File: config.mk
export PLATFORM = sky130hd
export DESIGN_NAME = dcw_unit
export DESIGN_NICKNAME = d
export VERILOG_FILES = /design/src/logic/dcw_pkg.sv /design/src/logic/dcw_unit.sv
export VERILOG_INCLUDE_DIRS = /design/src /design/src/logic
export SDC_FILE = /design/constraint.sdc
export NUM_CORES = 1
export LEC_CHECK = 0
export ABC_AREA = 1
export BUFFER_PORTS_ARGS = -buffer_cell sky130_fd_sc_hd__buf_2
export CORE_ASPECT_RATIO = 0.9
export CORE_MARGIN = 1.5
export CORE_UTILIZATION = 30
export DETAILED_ROUTE_END_ITERATION = 8
export MAX_ROUTING_LAYER = met4
export SYNTH_ARGS = -nofsm -noshare
export SYNTH_HDL_FRONTEND = slang
export SYNTH_SLANG_ARGS = --single-unit
File: constraint.sdc
create_clock -name pclk -period 2.1 [get_ports pclk]
set_input_delay 0.105 -clock pclk [delete_from_list [all_inputs] [get_ports pclk]]
set_output_delay 0.105 -clock pclk [all_outputs]
set_load 0.05 [all_outputs]
File: src/logic/dcw_regs.svh
// register offsets, field positions, reset values and timing constants
`ifndef DCW_REGS_SVH
`define DCW_REGS_SVH

`define DCW_OFF_CTRL_WORD 12'h000
`define DCW_OFF_CW_ENABLE 12'h004
`define DCW_OFF_SUPPLY 12'h008
`define DCW_OFF_EVENT 12'h00C
`define DCW_OFF_IRQ_STATUS 12'h010
`define DCW_OFF_IRQ_MASK 12'h014
`define DCW_OFF_SEQ_PARAMS 12'h018
`define DCW_OFF_DRIVE_STATUS 12'h01C
`define DCW_OFF_DRIVE_CMD 12'h020

`define DCW_CW_MAX 16'h7FFF
`define DCW_CW_RESET 16'h0000
`define DCW_BIT_AUTO 7
`define DCW_BIT_REF 8
`define DCW_BIT_JOGREV 9
`define DCW_BIT_TRIP 12
`define DCW_BIT_RESET 13
`define DCW_BIT_WDOG 14
`define DCW_SEQ_REGEN_MASK 8'h7F

`define DCW_IRQ_WDOG_TRIP 0
`define DCW_IRQ_CW_TRIP 1
`define DCW_IRQ_RESET 2
`define DCW_IRQ_MODE_CHG 3
`define DCW_IRQ_SAVE 4
`define DCW_IRQ_W 5

`define DCW_CLK_HZ 10000000
`define DCW_FAST_TICK_US 4000
`define DCW_BG_TICK_US 16000
`define DCW_WDOG_MS 1000
`define DCW_GRACE_MS 2000
`define DCW_STALL_MS 1500

`endif

File: src/logic/dcw_pkg.sv
// types shared by the drive control word unit
package dcw_pkg;
  typedef struct packed {
    logic drive_enable;
    logic run_fwd;
    logic jog;
    logic run_rev;
    logic fwd_rev;
    logic run;
    logic not_stop;
    logic jog_reverse;
  } dcw_seq_t;

  typedef struct packed {
    logic control_word_trip;
    logic wdog_trip;
    logic drive_reset;
    logic power_down_save;
  } dcw_evt_t;
endpackage

File: src/logic/dcw_unit.sv
// drive control word unit: apb registers, sequencing override, watchdog
`timescale 1ns/1ps
`default_nettype none
`include "dcw_regs.svh"

module dcw_unit #(
  parameter int FAST_TICK_CYC = `DCW_CLK_HZ / 1000000 * `DCW_FAST_TICK_US,
  parameter int BG_TICK_CYC = `DCW_CLK_HZ / 1000000 * `DCW_BG_TICK_US,
  parameter int WDOG_CYC = `DCW_CLK_HZ / 1000 * `DCW_WDOG_MS,
  parameter int GRACE_CYC = `DCW_CLK_HZ / 1000 * `DCW_GRACE_MS
) (
  input wire logic pclk,
  input wire logic presetn,
  input wire logic psel,
  input wire logic penable,
  input wire logic pwrite,
  input wire logic [11:0] paddr,
  input wire logic [31:0] pwdata,
  output logic [31:0] prdata,
  output logic pready,
  output logic pslverr,
  input wire logic regen_mode,
  input wire logic mode_change_saved,
  input wire logic comms_resumed,
  input wire logic undervoltage_trip,
  input wire logic battery_supply,
  output dcw_pkg::dcw_seq_t seq_out,
  output logic reference_select_param,
  output dcw_pkg::dcw_evt_t evt_out,
  output logic irq
);
  import dcw_pkg::*;

  // ************************************************
  // pin synchronisers
  // ************************************************
  logic [4:0] sync1_reg, sync2_reg;
  logic [4:0] pins;
  assign pins = {regen_mode, mode_change_saved, comms_resumed,
                 undervoltage_trip, battery_supply};
  always_ff @(posedge pclk or negedge presetn) begin
    if (!presetn) begin
      sync1_reg <= 5'h0;
      sync2_reg <= 5'h0;
    end else begin
      sync1_reg <= pins;
      sync2_reg <= sync1_reg;
    end
  end
  logic regen_s, mode_saved_s, resumed_s, uv_s, batt_s;
  assign {regen_s, mode_saved_s, resumed_s, uv_s, batt_s} = sync2_reg;

  // ************************************************
  // registers and state
  // ************************************************
  logic [15:0] cw_reg, cw_next;
  logic en_reg, en_next;
  logic [7:0] seq_param_reg, seq_param_next;
  logic [7:0] lo_smp_reg, lo_smp_next;
  logic [7:0] hi_smp_reg, hi_smp_next;
  logic [7:0] hi_prev_reg, hi_prev_next;
  logic hi_valid_reg, hi_valid_next;
  logic [31:0] fast_cnt_reg, fast_cnt_next;
  logic [31:0] bg_cnt_reg, bg_cnt_next;
  logic [31:0] wd_cnt_reg, wd_cnt_next;
  logic [31:0] grace_cnt_reg, grace_cnt_next;
  logic wd_armed_reg, wd_armed_next;
  logic wd_trip_reg, wd_trip_next;
  logic cw_trip_reg, cw_trip_next;
  logic mode_flag_reg, mode_flag_next;
  logic supply_reg, supply_next;
  logic uv_prev_reg, uv_prev_next;
  logic mode_prev_reg, mode_prev_next;
  logic [`DCW_IRQ_W-1:0] ist_reg, ist_next, imask_reg, imask_next;
  dcw_seq_t seq_reg, seq_next;
  logic ref_reg, ref_next;
  dcw_evt_t evt_reg, evt_next;
  logic [31:0] prdata_reg, prdata_next;
  logic irq_reg, irq_next;

  logic wr, rd, fast_tick, bg_tick, rst_edge, wd_edge, rst_pulse, save_pulse;
  logic trip_clr, mode_rise, wd_timeout;
  logic [`DCW_IRQ_W-1:0] ev_set;
  logic [7:0] sel_seq;
  logic [7:0] cw_seq;
  assign wr = psel && penable && pwrite;
  assign rd = psel && !penable && !pwrite;

  // ************************************************
  // next-state logic
  // ************************************************
  always_comb begin
    cw_next = cw_reg;
    en_next = en_reg;
    seq_param_next = seq_param_reg;
    imask_next = imask_reg;
    trip_clr = 1'b0;
    if (wr) begin
      unique case (paddr)
        `DCW_OFF_CTRL_WORD: cw_next = pwdata[15:0] & `DCW_CW_MAX;
        `DCW_OFF_CW_ENABLE: en_next = pwdata[0];
        `DCW_OFF_SEQ_PARAMS: seq_param_next = pwdata[7:0];
        `DCW_OFF_IRQ_MASK: imask_next = pwdata[`DCW_IRQ_W-1:0];
        `DCW_OFF_DRIVE_CMD: trip_clr = pwdata[0];
        default: ;
      endcase
    end

    // periodic sampling ticks
    fast_tick = fast_cnt_reg == 32'(FAST_TICK_CYC - 1);
    bg_tick = bg_cnt_reg == 32'(BG_TICK_CYC - 1);
    fast_cnt_next = fast_tick ? 32'h0000_0000 : fast_cnt_reg + 32'h0000_0001;
    bg_cnt_next = bg_tick ? 32'h0000_0000 : bg_cnt_reg + 32'h0000_0001;
    lo_smp_next = fast_tick ? cw_reg[7:0] : lo_smp_reg;
    hi_smp_next = bg_tick ? cw_reg[15:8] : hi_smp_reg;
    hi_prev_next = bg_tick ? hi_smp_reg : hi_prev_reg;
    hi_valid_next = hi_valid_reg | bg_tick;

    // edges: watchdog bit from new sample against previous sample, reset pulse from live word against sample
    rst_edge = hi_smp_reg[`DCW_BIT_RESET-8] &&
               !hi_prev_reg[`DCW_BIT_RESET-8];
    wd_edge = hi_smp_reg[`DCW_BIT_WDOG-8] &&
              !hi_prev_reg[`DCW_BIT_WDOG-8];
    rst_pulse = bg_tick && en_reg && hi_valid_reg &&
                cw_reg[`DCW_BIT_RESET] &&
                !hi_smp_reg[`DCW_BIT_RESET-8];

    // sequencing override
    cw_seq = {lo_smp_reg[0], lo_smp_reg[1], lo_smp_reg[2], lo_smp_reg[3],
              lo_smp_reg[4], lo_smp_reg[5], lo_smp_reg[6],
              hi_smp_reg[`DCW_BIT_JOGREV-8]};
    if (regen_s) begin
      cw_seq = cw_seq & ~`DCW_SEQ_REGEN_MASK | (seq_param_reg &
               `DCW_SEQ_REGEN_MASK);
    end
    if (en_reg && lo_smp_reg[`DCW_BIT_AUTO]) begin
      sel_seq = cw_seq;
    end else begin
      sel_seq = seq_param_reg;
    end
    seq_next = dcw_seq_t'(sel_seq);
    ref_next = ref_reg;
    if (en_reg && !regen_s) begin
      ref_next = hi_smp_reg[`DCW_BIT_REF-8];
    end

    // trip from bit 12
    cw_trip_next = cw_trip_reg;
    if (en_reg && hi_smp_reg[`DCW_BIT_TRIP-8]) begin
      cw_trip_next = 1'b1;
    end else if (trip_clr) begin
      cw_trip_next = 1'b0;
    end

    // watchdog
    wd_armed_next = wd_armed_reg;
    wd_trip_next = wd_trip_reg;
    wd_cnt_next = wd_cnt_reg;
    grace_cnt_next = grace_cnt_reg;
    wd_timeout = 1'b0;
    if (resumed_s) begin
      grace_cnt_next = 32'(GRACE_CYC);
    end else if (grace_cnt_reg != 32'h0000_0000) begin
      grace_cnt_next = grace_cnt_reg - 32'h0000_0001;
    end
    if (trip_clr && !(en_reg && hi_smp_reg[`DCW_BIT_TRIP-8])) begin
      wd_trip_next = 1'b0;
    end
    if (bg_tick && en_reg && hi_valid_reg && wd_edge) begin
      wd_armed_next = 1'b1;
      wd_cnt_next = 32'h0000_0000;
    end else if (wd_armed_reg) begin
      if (grace_cnt_reg != 32'h0000_0000) begin
        wd_cnt_next = 32'h0000_0000;
      end else if (wd_cnt_reg == 32'(WDOG_CYC - 1)) begin
        wd_timeout = 1'b1;
        wd_trip_next = 1'b1;
        wd_armed_next = 1'b0;
        wd_cnt_next = 32'h0000_0000;
      end else begin
        wd_cnt_next = wd_cnt_reg + 32'h0000_0001;
      end
    end

    // event flag, supply indicator, power-down save
    mode_prev_next = mode_saved_s;
    mode_rise = mode_saved_s && !mode_prev_reg;
    mode_flag_next = mode_flag_reg | mode_rise;
    uv_prev_next = uv_s;
    supply_next = supply_reg;
    if (uv_prev_reg && !uv_s) begin
      supply_next = batt_s;
    end
    save_pulse = uv_s && !uv_prev_reg && !supply_reg;

    evt_next.control_word_trip = cw_trip_next;
    evt_next.wdog_trip = wd_trip_next;
    evt_next.drive_reset = rst_pulse;
    evt_next.power_down_save = save_pulse;

    // interrupt status: set wins over write-one-to-clear
    ev_set = '0;
    ev_set[`DCW_IRQ_WDOG_TRIP] = wd_timeout;
    ev_set[`DCW_IRQ_CW_TRIP] = cw_trip_next && !cw_trip_reg;
    ev_set[`DCW_IRQ_RESET] = rst_pulse;
    ev_set[`DCW_IRQ_MODE_CHG] = mode_rise;
    ev_set[`DCW_IRQ_SAVE] = save_pulse;
    ist_next = ist_reg;
    if (wr && paddr == `DCW_OFF_IRQ_STATUS) begin
      ist_next = ist_reg & ~pwdata[`DCW_IRQ_W-1:0];
    end
    ist_next = ist_next | ev_set;
    irq_next = |(ist_next & imask_next);

    // read data captured in setup phase
    prdata_next = prdata_reg;
    if (rd) begin
      unique case (paddr)
        `DCW_OFF_CTRL_WORD: prdata_next = {16'h0000, cw_reg};
        `DCW_OFF_CW_ENABLE: prdata_next = {31'h0, en_reg};
        `DCW_OFF_SUPPLY: prdata_next = {31'h0, supply_reg};
        `DCW_OFF_EVENT: prdata_next = {30'h0, mode_flag_reg, 1'b0};
        `DCW_OFF_IRQ_STATUS: prdata_next = {27'h0, ist_reg};
        `DCW_OFF_IRQ_MASK: prdata_next = {27'h0, imask_reg};
        `DCW_OFF_SEQ_PARAMS: prdata_next = {24'h0, seq_param_reg};
        `DCW_OFF_DRIVE_STATUS:
          prdata_next = {28'h0, wd_armed_reg, wd_trip_reg,
                         cw_trip_reg, ref_reg};
        default: prdata_next = 32'h0000_0000;
      endcase
    end
  end

  // ************************************************
  // state registers
  // ************************************************
  always_ff @(posedge pclk or negedge presetn) begin
    if (!presetn) begin
      cw_reg <= `DCW_CW_RESET;
      en_reg <= 1'b0;
      seq_param_reg <= 8'h00;
      lo_smp_reg <= 8'h00;
      hi_smp_reg <= 8'h00;
      hi_prev_reg <= 8'h00;
      hi_valid_reg <= 1'b0;
      fast_cnt_reg <= 32'h0000_0000;
      bg_cnt_reg <= 32'h0000_0000;
      wd_cnt_reg <= 32'h0000_0000;
      grace_cnt_reg <= 32'h0000_0000;
      wd_armed_reg <= 1'b0;
      wd_trip_reg <= 1'b0;
      cw_trip_reg <= 1'b0;
      mode_flag_reg <= 1'b0;
      supply_reg <= 1'b0;
      uv_prev_reg <= 1'b0;
      mode_prev_reg <= 1'b0;
      ist_reg <= '0;
      imask_reg <= '0;
      seq_reg <= '0;
      ref_reg <= 1'b0;
      evt_reg <= '0;
      prdata_reg <= 32'h0000_0000;
      irq_reg <= 1'b0;
    end else begin
      cw_reg <= cw_next;
      en_reg <= en_next;
      seq_param_reg <= seq_param_next;
      lo_smp_reg <= lo_smp_next;
      hi_smp_reg <= hi_smp_next;
      hi_prev_reg <= hi_prev_next;
      hi_valid_reg <= hi_valid_next;
      fast_cnt_reg <= fast_cnt_next;
      bg_cnt_reg <= bg_cnt_next;
      wd_cnt_reg <= wd_cnt_next;
      grace_cnt_reg <= grace_cnt_next;
      wd_armed_reg <= wd_armed_next;
      wd_trip_reg <= wd_trip_next;
      cw_trip_reg <= cw_trip_next;
      mode_flag_reg <= mode_flag_next;
      supply_reg <= supply_next;
      uv_prev_reg <= uv_prev_next;
      mode_prev_reg <= mode_prev_next;
      ist_reg <= ist_next;
      imask_reg <= imask_next;
      seq_reg <= seq_next;
      ref_reg <= ref_next;
      evt_reg <= evt_next;
      prdata_reg <= prdata_next;
      irq_reg <= irq_next;
    end
  end

  assign prdata = prdata_reg;
  assign pready = 1'b1;
  assign pslverr = 1'b0;
  assign seq_out = seq_reg;
  assign reference_select_param = ref_reg;
  assign evt_out = evt_reg;
  assign irq = irq_reg;
endmodule
`default_nettype wire

=== Yosys cells after proc, flatten, opt, wreduce, memory -nomap -nowiden ===
Index checks and enable logic that the tools add are counted.
W data, S select, Z words.

* Add/subtract/negate cells: 4
* Equal/unequal tests: 11
* Muxes and demuxes: 31
* Bitwise logic cells: 7
* Reductions and logical operators: 39

{| class="wikitable"
|+ Operators with widths
! operator !! number
|-
| $mux W32 || 8
|-
| $pmux W15 S8 || 1
|-
| $add A32 B1 Y32 const B || 3
|-
| $eq A12 B5 Y1 const B || 4
|-
| $eq A32 B16 Y1 const B || 1
|-
| $eq A32 B18 Y1 const B || 1
|-
| $eq A32 B24 Y1 const B || 1
|-
| $reduce_bool A32 Y1 || 1
|-
| $sub A32 B1 Y32 const B || 1
|-
| $eq A12 B4 Y1 const B || 2
|-
| $logic_and A1 B1 Y1 || 20
|-
| $mux W1 || 17
|-
| $mux W8 || 2
|-
| $mux W5 || 3
|-
| $eq A12 B3 Y1 const B || 1
|-
| $eq A12 B6 Y1 const B || 1
|-
| $logic_not A12 Y1 || 1
|-
| $logic_not A1 Y1 || 11
|-
| $and A5 B5 Y5 || 2
|-
| $or A8 B7 Y8 || 1
|-
| $reduce_and A2 Y1 || 3
|-
| $not A5 Y5 || 1
|-
| $or A5 B5 Y5 || 1
|-
| $reduce_or A5 Y1 || 1
|-
| other kinds (2) || 4
|}

* Register bits after elaboration: 246
* Bits of input ports: 54
* Output and inout bits: 48
* Logic and storage cells: 127

=== Depth between registers and ports, before layout ===
* Word-level depth: 9
* Mapped depth: 13

=== Worst setup path before layout ===
No wires, ideal clock.

* Path type: flip-flop to flip-flop
* Start: register bg_cnt_reg[0]
* End: register wd_cnt_reg[24]
* Setup time: 117 ps
* Arrival time: 1588 ps
* Required time: 1983 ps
* Setup slack: 394 ps
* Stages on the path, launching flop included: 14
* Path buffers: 1
* Period minus slack after synthesis: 1706 ps
* Path through: dfrtp_1 -> ha_1 -> nand2_1 -> nor2_4 -> nand2_2 -> clkinv_2 -> nand2_2 -> nor2_4 -> nand4_4 -> nand2_4 -> inv_2 -> buf_6 -> nand2_1 -> nand2_1

* Cells in the longest elaborated chain, start to end: 5

{| class="wikitable"
|+ RTL lines
! item !! line !! RTL
|-
| from (decl) || dcw_unit.sv:64 || <nowiki>logic [31:0] bg_cnt_reg, bg_cnt_next;</nowiki>
|-
| from (signal assigned) || dcw_unit.sv:273 || <nowiki>bg_cnt_reg <= bg_cnt_next;</nowiki>
|-
| $eq A32 B18 Y1 * || dcw_unit.sv:111 || <nowiki>bg_tick = bg_cnt_reg == 32'(BG_TICK_CYC - 1);</nowiki>
|-
| $logic_and A1 B1 Y1 * (3 in a row) || dcw_unit.sv:169 || <nowiki>if (bg_tick && en_reg && hi_valid_reg && wd_edge) begin</nowiki>
|-
| $mux W32 / $reduce_bool A2 Y1 (equally long branches) || n/a ||
|-
| to (signal assigned) || dcw_unit.sv:274 || <nowiki>wd_cnt_reg <= wd_cnt_next;</nowiki>
|-
| to (decl) || dcw_unit.sv:65 || <nowiki>logic [31:0] wd_cnt_reg, wd_cnt_next;</nowiki>
|}

Every way passes the cells marked *; elsewhere a longest branch is shown, timed or not.
A chain may end at the register's enable or synchronous reset.

=== Worst setup path after layout ===
* Start: register wd_cnt_reg[1]
* End: register irq_reg, in the netlist irq

* Cells in the longest elaborated chain, start to end: 8

{| class="wikitable"
|+ RTL lines
! item !! line !! RTL
|-
| $eq A32 B24 Y1 || dcw_unit.sv:175 || <nowiki>end else if (wd_cnt_reg == 32'(WDOG_CYC - 1)) begin</nowiki>
|-
| $mux W1 || dcw_unit.sv:175 ||
|-
| $mux W1 || dcw_unit.sv:173 || <nowiki>if (grace_cnt_reg != 32'h0000_0000) begin</nowiki>
|-
| $mux W1 || dcw_unit.sv:172 || <nowiki>end else if (wd_armed_reg) begin</nowiki>
|-
| $mux W1 || dcw_unit.sv:169 ||
|-
| $or A5 B5 Y5 || dcw_unit.sv:212 || <nowiki>ist_next = ist_next | ev_set;</nowiki>
|-
| via ist_next[0] || dcw_unit.sv:74 || <nowiki>logic [`DCW_IRQ_W-1:0] ist_reg, ist_next, imask_reg, imask_next;</nowiki>
|-
| $and A5 B5 Y5 || dcw_unit.sv:213 || <nowiki>irq_next = |(ist_next & imask_next);</nowiki>
|-
| $reduce_or A5 Y1 || dcw_unit.sv:213 ||
|-
| via irq_next || dcw_unit.sv:79 || <nowiki>logic irq_reg, irq_next;</nowiki>
|-
| to (signal assigned) || dcw_unit.sv:289 || <nowiki>irq_reg <= irq_next;</nowiki>
|-
| to (decl) || dcw_unit.sv:79 ||
|}

The timed path passes the listed nets, and every way through them passes these cells.

==> summary.md <==
| Metric | Value |
|---|---|
| Warnings from Yosys | `0` |
| Seq/Total Area, Yosys | `0.463` |
| Cells after synthesis | `1,581` |
| Netlist cell types | `41` |
| Tightest Pin Transition | `0.675 ns` |
| Total number of vias | `10.4k` |
| Final setup viols | `0` |
| Starting DRC count in detailed routing | `623` |
| DR WL/cell | `13.7 µm` |
| First-pass iteration count of the detailed router | `5` |
| Cell Area, Synth | `11,900 µm²` |
| Setup crit end kind | `flop` |
| Antenna violations before repair | `0` |
| Crit Path Max Fanout | `3` |
| Top cell type's share of synthesized area | `0.463` |
| Ports placed on the boundary | `102` |
| Largest net degree at the start of global routing | `76` |
| Mean Syn Cell Area | `7.56 µm²` |
| Detailed placer's ending HPWL | `22,800 µm` |
| Most instantiated cells after synthesis | `nand2_1, nor2_1, dfrtp_1, inv_1, nand3_1` |
| CTS clk-pin slew, worst paths | `0.06 ns` |
| Proportion of layout cells with a drive suffix above 1 | `0.108` |
| CTS buffer count | `26` |
| Post-synth EDFFs | `0` |
| Worst path slowest cell | `dfrtp_1` |
| Max clock buf depth | `3` |
| Most used cell, CP | `nand2_1` |
| Synth area leaders | `dfrtp_1, nand2_1, nor2_1` |
| Final worst setup slack | `0.198 ns` |
| Crit start category | `flop` |
| Slew headroom | `0.549` |
| Final period util | `0.906` |
| PortBufs | `65` |
| RSZ-0062 raised after global routing | `false` |
| Minimum clock period | `1.90 ns` |
| Async set-reset flop share out of synthesis | `1.00` |
| Drt via density | `4.61` |
| Internal Power | `7.19 mW` |
| Critical path buffer and inverter count | `1` |
| Top-count cell post-synth | `nand2_1` |
| FILL cells | `4,181` |
| Peak VDD IR | `0.654 mV` |
| Sw frac | `0.236` |
| Clk root buf | `clkbuf_16` |
| Worst path max stage delay | `0.37 ns` |
| Post-CTS setup buffer count | `0` |
| Detailed-route DRC error count | `0` |
| Total track usage | `0.160` |
| Clk network pwr share | `0.480` |
| Vias in the first global route | `9,906` |
| Site row count | `69` |
| Pleak | `6.64 nW` |
| CTS tree | `built` |
| Pwr Density | `664 nW/µm²` |
| FF+latch count, synth | `221` |
| Logic pwr share | `0.057` |
| DIE AREA | `41,000 µm²` |
| CTS sink cnt | `221` |
| Setup CP Type | `flop to flop` |
| Clk Latency, worst-skew pair | `0.55 ns` |
| Die Y | `192 µm` |
| Hold Crit Class | `input port to flop` |
| Top FF cell, synth | `dfrtp_1` |
| Area grow syn2layout | `18.5%` |
| Chip width | `213 µm` |
| H-tree levels | `1` |
| Share of power burned in registers | `0.463` |
| Core Area | `39,400 µm²` |
| Dpl ws | `0.153 ns` |
| Critical path, cell by cell | `ha_1, nand2_1, nor2_2, inv_1, nor2_1, nand2_1, nor2_2, nand2_1, nor2_1, nand2_1, nand2_1, nand2_1, nand2_1` |
| Routability cong. | `0.930` |
| Worst Path Required | `2.58 ns` |
| ANT cells | `0` |
| F_max | `526 MHz` |
| Final Hold Vio Count | `0` |
| Psw | `2.21 mW` |
| Starting Density | `0.303` |
| WL final | `30,800 µm` |
| Total congestion overflow | `0` |
| Max-cap violation count | `0` |
| First-pass GRT wire length | `51,400 µm` |
| CP top delay family | `simple AND/OR/NAND/NOR gates` |
| Worst EP arrival | `2.38 ns` |
| # nets final | `1,762` |
| Sum of negative setup slack | `0 ns` |
| Largest area contributor in the netlist | `dfrtp_1` |
| Worst Skew | `0.0229 ns` |
| Count of pins over their slew limit | `0` |
| Status | `finished clean` |
| Number of nets with antenna violations after routing | `0` |
==> metrics by stage <==
stage,cell area [µm²],util,hold slack [ns],power (mW),instances
floorplan,12000,-,-0.191,4.72,1598
global placement,13000,0.331,0.0522,4.92,2181
detailed placement,13000,0.331,0.0574,4.93,2181
CTS,14100,0.359,0.0000284,9.55,2254
global route,14200,0.360,0.0765,9.79,2254
finish,14200,0.360,0.0174,9.40,2254
==> layout make-up <==
cell class,count,area (µm²),area share
Clock inverter,6,72.6,0.00513
Inverter,201,756,0.0534
Timing Repair Buffer,126,912,0.0644
Sequential cell,221,5530,0.391
Multi-Input combinational cell,1127,5420,0.383
Tap cell,532,666,0.0470
Clock buffer,41,797,0.0563
==> worst register-to-register path: cells and delay by family, from the launching register on <==
family,cells,cell delay [ns]
buffers and inverters,1,0.11
adders and majority gates,1,0.18
DFF,1,0.37
and+or+nand+nor,11,1.19
==> path summary, 6_finish.rpt <==
| kind | cells past startpoint | slack (ns) | from | endpoint |
|---|---|---|---|---|
| max reg2reg | 13 | 0.20 | wd_cnt_reg[1]$_DFFE_PN0P_ | irq$_DFF_PN0_ |
| max in group asynchronous | 3 | 1.26 | presetn | bg_cnt_reg[3]$_DFF_PN0_ |
| min | 6 | 0.02 | paddr[7] | en_reg$_DFFE_PN0P_ |
| min reg2reg | 0 | 0.35 | sync1_reg[1]$_DFF_PN0_ | sync2_reg[1]$_DFF_PN0_ |
| min in group asynchronous | 2 | 0.07 | presetn | wd_cnt_reg[22]$_DFFE_PN0P_ |
| max | 13 | 0.20 | wd_cnt_reg[1]$_DFFE_PN0P_ | irq$_DFF_PN0_ |
==> cells in the final DEF (no fill, tap or decap), drive strengths merged, types with 21 or more instances in the layout <==
| cell | count |
|---|---|
| a21oi | 27 |
| buf | 100 |
| clkbuf | 41 |
| dfrtp | 221 |
| dlygate4sd3 | 26 |
| inv | 199 |
| nand2 | 396 |
| nand3 | 110 |
| nand4 | 35 |
| nor2 | 260 |
| nor3 | 83 |
| o21ai | 64 |
| xnor2 | 21 |
| xor2 | 61 |
==> power by group through the flow <==
| stage | Clock, mW | Sequential [mW] | Combinational (mW) |
|---|---|---|---|
| 6_report | 4.52 | 4.35 | 0.533 |
| 5_1_grt | 4.83 | 4.35 | 0.606 |
| 4_1_cts | 4.65 | 4.35 | 0.542 |
| 3_5_place_dp | 0 | 4.43 | 0.501 |
| 3_3_place_gp | 0 | 4.43 | 0.495 |
| 2_1_floorplan | 0 | 4.42 | 0.302 |
==> logic make-up (layout without fill, tap and decap cells) <==
logic type	Yosys count	in the layout	share of synthesized area
AND/OR/NAND/NOR	910	910	0.331
buffers and inverters	250	374	0.0890
flip-flops	221	221	0.463
AO/OA/AOI/OAI	109	109	0.0490
XOR/XNOR	82	82	0.0601
adder cells (fa/ha/maj)	5	5	0.00524
other	2	19	0.000629
multiplexers	2	2	0.00189
==> repair_timing <==
| item | 4_1_cts | 5_1_grt |
|---|---|---|
| hold buffers | 26 | 0 |
| hold endpoints to repair | 268 | 0 |
| resized for setup | 0 | 2 |
| endpoints found under the setup margin | 0 | 7 |
==> per-layer routing <==
layer  vias up  share of wire  GRT usage
li1       5222              -          -
met1      4858           0.50      0.229
met2       255           0.43      0.235
met3        51          0.050     0.0228
met4         0          0.022     0.0404
met5         -              0          -
Power figures use the tool's default switching activity.
